### src/hw/dbc_pkg.sv
package dbc_pkg;
  localparam int DBC_CNT_W = 4;
  localparam logic [3:0] DBC_CNT_RESET = 4'h0;
  localparam logic [3:0] DBC_CNT_LAST = 4'h9;
  localparam logic [3:0] DBC_CNT_STEP = 4'h1;
  // Carry is high from this count up to the last one
  localparam logic [3:0] DBC_CARRY_FIRST = 4'h5;
endpackage

### src/hw/dbc_counter.sv
`timescale 1ns/1ps
module dbc_counter
  import dbc_pkg::*;
(
  input wire logic clk_sys,
  input wire logic resetn,
  input wire logic count_clk,
  input wire logic clk_inhibit,
  input wire logic count_reset,
  output logic [3:0] bcd_count_outputs,
  output logic carry_ttl,
  output logic carry_ecl
);

  // Pins are asynchronous to clk_sys; two flops before any use
  logic [1:0] clk_sync_reg;
  logic [1:0] inh_sync_reg;
  logic [1:0] rst_sync_reg;
  logic clk_prev_reg;
  logic inh_prev_reg;
  logic clk_rise;
  logic inh_rise;
  logic advance;
  logic [3:0] count_reg;

  // Counted clock synchroniser
  always_ff @(posedge clk_sys or negedge resetn)
  begin
    if (!resetn)
      clk_sync_reg <= 2'h0;
    else
      clk_sync_reg <= {clk_sync_reg[0], count_clk};
  end

  // Inhibit synchroniser; its rising edge counts too, so it is more than a gate
  always_ff @(posedge clk_sys or negedge resetn)
  begin
    if (!resetn)
      inh_sync_reg <= 2'h0;
    else
      inh_sync_reg <= {inh_sync_reg[0], clk_inhibit};
  end

  // Reset pin synchroniser; trades two cycles of latency for metastability safety
  always_ff @(posedge clk_sys or negedge resetn)
  begin
    if (!resetn)
      rst_sync_reg <= 2'h0;
    else
      rst_sync_reg <= {rst_sync_reg[0], count_reset};
  end

  // Edge history resets to the idle low level of both pins: no false edge after reset
  always_ff @(posedge clk_sys or negedge resetn)
  begin
    if (!resetn)
    begin
      clk_prev_reg <= 1'b0;
      inh_prev_reg <= 1'b0;
    end
    else
    begin
      clk_prev_reg <= clk_sync_reg[1];
      inh_prev_reg <= inh_sync_reg[1];
    end
  end

  // Pin phases shorter than one cycle may be missed
  assign clk_rise = clk_sync_reg[1] & ~clk_prev_reg;
  assign inh_rise = inh_sync_reg[1] & ~inh_prev_reg;

  // Either input's rising edge counts while the other is low;
  // both rising in one cycle leaves neither low, so nothing counts
  assign advance = (clk_rise & ~inh_sync_reg[1])
                 | (inh_rise & ~clk_sync_reg[1]);

  always_ff @(posedge clk_sys or negedge resetn)
  begin
    if (!resetn)
      count_reg <= DBC_CNT_RESET;
    else if (rst_sync_reg[1])
      count_reg <= DBC_CNT_RESET;
    else if (advance)
    begin
      if (count_reg >= DBC_CNT_LAST)
        count_reg <= DBC_CNT_RESET;
      else
        count_reg <= count_reg + DBC_CNT_STEP;
    end
  end

  // Count flop drives the pins directly, no extra stage
  assign bcd_count_outputs = count_reg;

  // Carry high for counts 5..9, one cycle behind the count; falls one cycle after the 9-to-0 wrap to clock the next stage
  // Two flops, not one fanned out, so each family's pin has its own driver
  always_ff @(posedge clk_sys or negedge resetn)
  begin
    if (!resetn)
    begin
      carry_ttl <= 1'b0;
      carry_ecl <= 1'b0;
    end
    else
    begin
      carry_ttl <= (count_reg >= DBC_CARRY_FIRST);
      carry_ecl <= (count_reg >= DBC_CARRY_FIRST);
    end
  end

  // Checks watch flops and decoded edges of this block, and a_reset_pin also the count_reset pin

  property p_reset_zero;
    @(posedge clk_sys) disable iff (!resetn)
    rst_sync_reg[1] |=> count_reg == DBC_CNT_RESET;
  endproperty
  a_reset_zero: assert property (p_reset_zero)
    else $error("count not cleared by reset");

  property p_reset_override;
    @(posedge clk_sys) disable iff (!resetn)
    (rst_sync_reg[1] && advance) |=> count_reg == DBC_CNT_RESET;
  endproperty
  a_reset_override: assert property (p_reset_override)
    else $error("edge counted during reset");

  // Pin high for three cycles has cleared the count one cycle later
  property p_reset_pin;
    @(posedge clk_sys) disable iff (!resetn)
    count_reset [*3] |=> count_reg == DBC_CNT_RESET;
  endproperty
  a_reset_pin: assert property (p_reset_pin)
    else $error("high reset pin did not clear count");

  property p_wrap;
    @(posedge clk_sys) disable iff (!resetn)
    (advance && !rst_sync_reg[1] && count_reg == DBC_CNT_LAST)
    |=> count_reg == DBC_CNT_RESET;
  endproperty
  a_wrap: assert property (p_wrap)
    else $error("no wrap after nine");

  property p_step;
    @(posedge clk_sys) disable iff (!resetn)
    (advance && !rst_sync_reg[1] && count_reg < DBC_CNT_LAST)
    |=> count_reg == $past(count_reg) + DBC_CNT_STEP;
  endproperty
  a_step: assert property (p_step)
    else $error("count did not step");

  property p_clk_edge;
    @(posedge clk_sys) disable iff (!resetn)
    (clk_rise && !inh_sync_reg[1] && !rst_sync_reg[1] && count_reg < DBC_CNT_LAST)
    |=> count_reg == $past(count_reg) + DBC_CNT_STEP;
  endproperty
  a_clk_edge: assert property (p_clk_edge)
    else $error("clock edge did not count");

  property p_inh_edge;
    @(posedge clk_sys) disable iff (!resetn)
    (inh_rise && !clk_sync_reg[1] && !rst_sync_reg[1] && count_reg < DBC_CNT_LAST)
    |=> count_reg == $past(count_reg) + DBC_CNT_STEP;
  endproperty
  a_inh_edge: assert property (p_inh_edge)
    else $error("inhibit edge did not count");

  property p_both_edges;
    @(posedge clk_sys) disable iff (!resetn)
    (clk_rise && inh_rise && !rst_sync_reg[1]) |=> $stable(count_reg);
  endproperty
  a_both_edges: assert property (p_both_edges)
    else $error("simultaneous edges counted");

  property p_hold;
    @(posedge clk_sys) disable iff (!resetn)
    (!advance && !rst_sync_reg[1]) |=> $stable(count_reg);
  endproperty
  a_hold: assert property (p_hold)
    else $error("count moved without edge");

  property p_clk_blocked;
    @(posedge clk_sys) disable iff (!resetn)
    (clk_rise && inh_sync_reg[1] && !inh_rise && !rst_sync_reg[1]) |=> $stable(count_reg);
  endproperty
  a_clk_blocked: assert property (p_clk_blocked)
    else $error("clock edge counted while inhibited");

  property p_range;
    @(posedge clk_sys) disable iff (!resetn)
    count_reg <= DBC_CNT_LAST;
  endproperty
  a_range: assert property (p_range)
    else $error("count out of BCD range");

  property p_carry_same;
    @(posedge clk_sys) disable iff (!resetn)
    carry_ttl == carry_ecl;
  endproperty
  a_carry_same: assert property (p_carry_same)
    else $error("carries differ");

  property p_carry_track;
    @(posedge clk_sys) disable iff (!resetn)
    carry_ttl == ($past(count_reg) >= DBC_CARRY_FIRST);
  endproperty
  a_carry_track: assert property (p_carry_track)
    else $error("carry does not follow count");

  property p_carry_fall;
    @(posedge clk_sys) disable iff (!resetn)
    (count_reg == DBC_CNT_LAST ##1 count_reg == DBC_CNT_RESET) |=> !carry_ttl;
  endproperty
  a_carry_fall: assert property (p_carry_fall)
    else $error("carry not dropped at wrap");

  c_wrap: cover property (@(posedge clk_sys) disable iff (!resetn)
    count_reg == DBC_CNT_LAST ##1 count_reg == DBC_CNT_RESET);
  c_inh: cover property (@(posedge clk_sys) disable iff (!resetn)
    inh_rise && !clk_sync_reg[1]);
  c_blocked: cover property (@(posedge clk_sys) disable iff (!resetn)
    clk_rise && inh_sync_reg[1]);
  c_rst: cover property (@(posedge clk_sys) disable iff (!resetn)
    rst_sync_reg[1] && count_reg != DBC_CNT_RESET);
endmodule

### config.mk
export PLATFORM = sky130hd
export DESIGN_NAME = dbc_counter
export DESIGN_NICKNAME = d
export VERILOG_FILES = /design/src/hw/dbc_pkg.sv /design/src/hw/dbc_counter.sv
export SDC_FILE = /design/constraint.sdc
export NUM_CORES = 1
export LEC_CHECK = 0
export BUFFER_PORTS_ARGS = -buffer_cell sky130_fd_sc_hd__buf_2
export CAP_MARGIN = 5
export CELL_PAD_IN_SITES_DETAIL_PLACEMENT = 1
export CELL_PAD_IN_SITES_GLOBAL_PLACEMENT = 1
export CORE_MARGIN = 5
export CORE_UTILIZATION = 40
export CTS_BUF_LIST = sky130_fd_sc_hd__clkbuf_16
export DETAILED_ROUTE_END_ITERATION = 12
export PLACE_DENSITY = 0.72
export REMOVE_ABC_BUFFERS = 1
export SLEW_MARGIN = 20
export SYNTH_ARGS = -nofsm -noshare
export SYNTH_HDL_FRONTEND = slang
export SYNTH_SLANG_ARGS = --single-unit
### constraint.sdc
create_clock -name clk_sys -period 1.8 [get_ports clk_sys]
set_clock_uncertainty 0.15 [all_clocks]
set_input_delay 0.18 -clock clk_sys [delete_from_list [all_inputs] [get_ports clk_sys]]
set_output_delay 0.18 -clock clk_sys [all_outputs]
set_load 0.01 [all_outputs]
# Yosys cells after proc, flatten, opt, wreduce, memory -nomap -nowiden
# Cells that the tools add are included.
classes:
  addsub: 1
  n_lt_le_gt_ge: 2
  n_mux: 3
  bitwise_logic: 9
  reduce_logical: 1
ops:
  columns: ["operator", "n"]
  rows:
  - ["$mux W4", 3]
  - ["$add A4 B1 Y4 const B", 1]
  - ["$and A1 B1 Y1", 4]
  - ["$ge A4 B3 Y1 const B", 1]
  - ["$ge A4 B4 Y1 const B", 1]
  - ["$not A1 Y1", 4]
  - ["$reduce_bool A2 Y1", 1]
  - ["$or A1 B1 Y1", 1]
totals:
  reg_bits: 13
  in_bits: 5
  out_inout_bits: 6
  elab_cells: 23

# Logic depth before layout (Yosys ltp)
logic_depth:
  word_depth: 6
  depth_mapped: 5
  mapped_depth_nobuf: 5

# Worst setup path after synthesis
# No wires, ideal clock.
synth_path:
  path_kind: "reg-to-reg"
  startpoint: "register count_reg[1] (netlist: bcd_count_outputs[1])"
  endpoint: "register count_reg[0] (netlist: bcd_count_outputs[0])"
  setup_ns: 0.065
  t_arrival_ns: 1.472
  required_ns: 1.585
  slack_ns: 0.113
  stages_incl_launch_ff: 6
  n_path_buf: 0
  period_less_slack_ns: 1.687
  cell_sequence: "dfrtp_1 inv_1 ha_1 or3b_1 a221oi_2 mux2_2"
synth_via:
  elab_chain_len: 4
synth_rtl:
  columns: ["element", "line", "text"]
  rows:
  - ["start: declaration", "dbc_counter.sv:24", "logic [3:0] count_reg;"]
  - ["start signal: assignment", "dbc_counter.sv:88", "count_reg <= count_reg + DBC_CNT_STEP;"]
  - ["$ge A4 B4 Y1", "dbc_counter.sv:85", "if (count_reg >= DBC_CNT_LAST)"]
  - ["$mux W4", "dbc_counter.sv:85", null]
  - ["$mux W4", "dbc_counter.sv:83", "else if (advance)"]
  - ["$mux W4", "dbc_counter.sv:81", "else if (rst_sync_reg[1])"]
# Every way passes these cells. The select of a mux whose other input is x is not followed.
# A chain may end at the register's enable or synchronous reset.

# Worst setup path after layout
layout_path:
  startpoint: "register count_reg[0] (netlist: bcd_count_outputs[0])"
  endpoint: "register count_reg[0] (netlist: bcd_count_outputs[0])"
layout_via:
  elab_chain_len: 4
  word_cells_on_any_way: 5
  classes_between: "1 x add/sub; 1 x order compare; 3 x mux"
layout_rtl:
  columns: ["element", "line"]
  rows:
  - ["$add A4 B1 Y4 or $ge A4 B4 Y1 (tied branches)", "dbc_counter.sv:88, dbc_counter.sv:85"]
  - ["$mux W4 *", "dbc_counter.sv:85"]
  - ["$mux W4 *", "dbc_counter.sv:83"]
  - ["$mux W4 *", "dbc_counter.sv:81"]
# Every way passes the cells marked *; elsewhere a longest branch is shown, timed or not. The select of a mux whose other input is x is not followed.

==> results <==
- The placer's final routability congestion estimate is around 0.8.
- Counting flops and latches in the post-synthesis netlist gives 13.
- In the final routed layout, each cell accounts on average for ~16 um.
- The start-to-end type of the worst setup path is flop to flop.
- The initial antenna violation count is 0.
- The cell accounting for the most synthesized area is sky130_fd_sc_hd__dfrtp_1.
- STA classifies the critical path startpoint as a flop.
- 11 I/O pins were placed.
- The worst setup slack after placement is between 30 and 40 ps.
- The cell area that synthesis handed to floorplanning was 533 um2.
- At the worst endpoint, the required time is approximately 1800 ps.
- The worst hold path begins at inh_sync_reg[0]$_DFF_PN0_.
- The initialized floorplan defines 13 standard-cell rows.
- The insertion delay to the later sink of the worst-skew pair is between 200 and 250 ps.
- The fill cell total of the finished layout is 129.
- The first-iteration detailed-routing DRC count is 2.
- The height of the die is between 40 and 50 um.
- The total CTS buffers is 3.
- The total area inside the core boundary comes to between 1000 and 1500 um2.
- The starting utilization of the core area is around two fifths.
- Yosys printed 0 warnings.
- The number of cells traversed by the worst hold path is 0.
- The leftover overflow at the end of global routing is 0.
- The clock-pin slew reported for the worst setup and hold paths after clock tree synthesis is around 40 ps.
- The post-synthesis area per instance is between 10 and 15 um2.
- CTS built an H-tree with a depth of 1.
- The worst hold slack after final layout is between 150 and 200 ps.
- After technology mapping, the gate count stands at 38.
- The quantity of I/O buffers inserted on ports is 10.
- The max capacitance violation total is 0.
- For this run, design rule violations remaining after detail routing come to 0.
- The post-route netlist has between 30% and 40% of its cells at a drive strength greater than 1.
- The length in cells of the worst reg-to-reg path is 4.
- The worst register-to-register path ends at bcd_count_outputs[0]$_DFFE_PN0P_.
- The via count of the first global-routing pass is between 400 and 500.
- The area fraction of the dominant cell type after synthesis is 61.0%.
- The clock tree from TritonCTS is yes.
- The worst-case IR drop observed on VDD is 0.705 mV.
- sky130_fd_sc_hd__dfrtp_1 is the most common cell in the netlist.
- The maximum number of pins on one net before global-route repair is 14.
- Using the TritonRoute via totals, the vias-per-cell ratio works out to ~5.3.
- The origin of the critical flop-to-flop path is bcd_count_outputs[0]$_DFFE_PN0P_.
- The number of nets in the layout is 68.
- The total power per unit cell area is between 1000 and 1500 nW/um2.
- The largest fanout on the critical path is 5.
- From left edge to right edge, the die measures about 47 um.
- The final count of negative-setup-slack endpoints is 0.
- Data arrives at the worst endpoint at between 1500 and 2000 ps.
- The sink count of the clock tree is 13.
- For this run, asynchronously set or reset flops after synthesis account for between 90% and 100%.
- The remaining max-slew budget at the tightest pin is between 70 and 80%.
- The detailed router placed 391 vias in this run.
- By area the synthesized netlist is led by sky130_fd_sc_hd__dfrtp_1 61%, sky130_fd_sc_hd__ha_1 7.0%, sky130_fd_sc_hd__or3b_1 4.9%.
- The detailed placement HPWL is between 700 and 800 um.
- The iteration count of the initial detailed-routing pass is 4.
- The worst setup path is captured at a flop.
- The number of synthesized flops with an enable pin is 0.
- The number of antenna diodes in the final layout is 0.
- Dividing the final minimum period by the clock period gives a little over nine tenths.
- The slack of the critical path is 18.5 ps.
- The run finished with clean final reports.
- Ranked by instance count, the synthesized netlist is headed by 13 x sky130_fd_sc_hd__dfrtp_1, 3 x sky130_fd_sc_hd__ha_1, 3 x sky130_fd_sc_hd__or3b_1.
- In this run the remaining antenna-violating nets after routing total 0.
- For the pin with the worst max-slew slack, the measured transition is 393 ps.
- The count of final hold-check violations is 0.
- The min-delay analysis places its worst path in the category flop to flop.
- The synthesis-to-layout area growth is 43.2%.
- The first global-routing pass estimated 1930 um of wire.
- The number of flip-flops under the largest register name is 4.
- Setup repair after global routing could not meet its margin everywhere.
- Summing the sequential cell areas from Yosys gives about three fifths of the chip area.
- For hold timing, the worst endpoint is inh_sync_reg[1]$_DFF_PN0_.
- For this run, the total global-route usage over all layers was measured as around 13%.
- Clock tree synthesis selected as its root buffer the cell sky130_fd_sc_hd__clkbuf_16.
- In this run the static leakage power is between 0.3 and 0.4 nW.
- The prevailing post-synth register cell is sky130_fd_sc_hd__dfrtp_1.
- The final-report max-slew violation count is 0.
- The slack of the worst reg-to-reg path is about 18 ps.
- The distinct cell type count after synthesis is 19.
- No sink is reached through more buffers than the 2 on the longest clock path.
- The floorplan die area is around 2200 um2.
- The final layout contains routed wiring with a total length of around 1200 um.
- After layout, the minimum clock period comes to approximately 1800 ps.
- The maximum achievable frequency is 0.561 GHz.
report_power, final:
group          switching (mW)  internal (mW)  total [mW]
clock                   0.114          0.294       0.409
combinational          0.0323         0.0389      0.0712
sequential             0.0111          0.305       0.316
kinds of logic (layout without fill, tap and decap cells):
| kind of cell | after synthesis | after routing | synth area share, % |
|---|---|---|---|
| flops | 13 | 13 | 61.0 |
| simple gates | 11 | 11 | 14.8 |
| compound gates | 7 | 7 | 12.2 |
| fa+ha+maj | 3 | 3 | 7.04 |
| buf+inv | 3 | 24 | 2.82 |
| mux | 1 | 1 | 2.11 |
how the worst max path moves through the flow:
stage / from / endpoint / cells after the start
after floorplan: bcd_count_outputs[1]$_DFFE_PN0P_ / bcd_count_outputs[0]$_DFFE_PN0P_ / 5
after global placement: bcd_count_outputs[0]$_DFFE_PN0P_ / bcd_count_outputs[0]$_DFFE_PN0P_ / 5
after detailed placement: bcd_count_outputs[0]$_DFFE_PN0P_ / bcd_count_outputs[0]$_DFFE_PN0P_ / 5
after CTS: bcd_count_outputs[0]$_DFFE_PN0P_ / bcd_count_outputs[0]$_DFFE_PN0P_ / 5
after global routing: bcd_count_outputs[0]$_DFFE_PN0P_ / bcd_count_outputs[0]$_DFFE_PN0P_ / 5
final: bcd_count_outputs[0]$_DFFE_PN0P_ / bcd_count_outputs[0]$_DFFE_PN0P_ / 4
what timing repair did:
action	in CTS	in global routing
setup endpoints to repair	0	3
hold endpoints to repair	16	0
gates resized for setup	0	5
setup buffers	0	3
hold buffers	4	0
critical path: stages, from the launching register on:
cell                       delay, ps
sky130_fd_sc_hd__dfrtp_1         430
sky130_fd_sc_hd__ha_1            250
sky130_fd_sc_hd__or3b_4          390
sky130_fd_sc_hd__a221oi_4        300
sky130_fd_sc_hd__mux2_4          200
cell type report:
type                       count  area, um2  share of cell area, %
clock buffer                   3       75.1                   9.84
clock inverter                 1       5.00                  0.656
inverter                       2       7.51                  0.984
multi-input combinational     22        211                   27.7
sequential                    13        325                   42.6
tap                           15       18.8                   2.46
timing repair buffer          18        120                   15.7
routing by layer:
metal	GRT usage [%]	up-vias	wire (um)
li1	-	182	-
met1	16.1	190	475
met2	20.9	15	586
met3	3.91	4	71
met4	8.52	0	18
met5	0	-	0
cells in the final DEF (no fill, tap or decap), types with 2 or more instances in the layout:
cell type and instances:
sky130_fd_sc_hd__buf_4 4, sky130_fd_sc_hd__or3b_1 2, sky130_fd_sc_hd__dlygate4sd3_1 4, sky130_fd_sc_hd__clkbuf_16 3, sky130_fd_sc_hd__nor3b_1 2, sky130_fd_sc_hd__buf_2 10
sky130_fd_sc_hd__a22o_1 2, sky130_fd_sc_hd__ha_1 3, sky130_fd_sc_hd__dfrtp_1 13
stage by stage:
step	instances	setup TNS [ps]	area [um2]	power, mW	util, %
2_1_floorplan	37	0	526	0.343	-
3_3_place_gp	63	0	602	0.361	46.8
3_5_place_dp	63	0	602	0.366	46.8
4_1_cts	71	0	722	0.786	56.2
5_1_grt	74	-149	763	0.836	59.4
6_report	74	0	763	0.796	59.4
No activity file was read; power rests on OpenSTA's default activity.
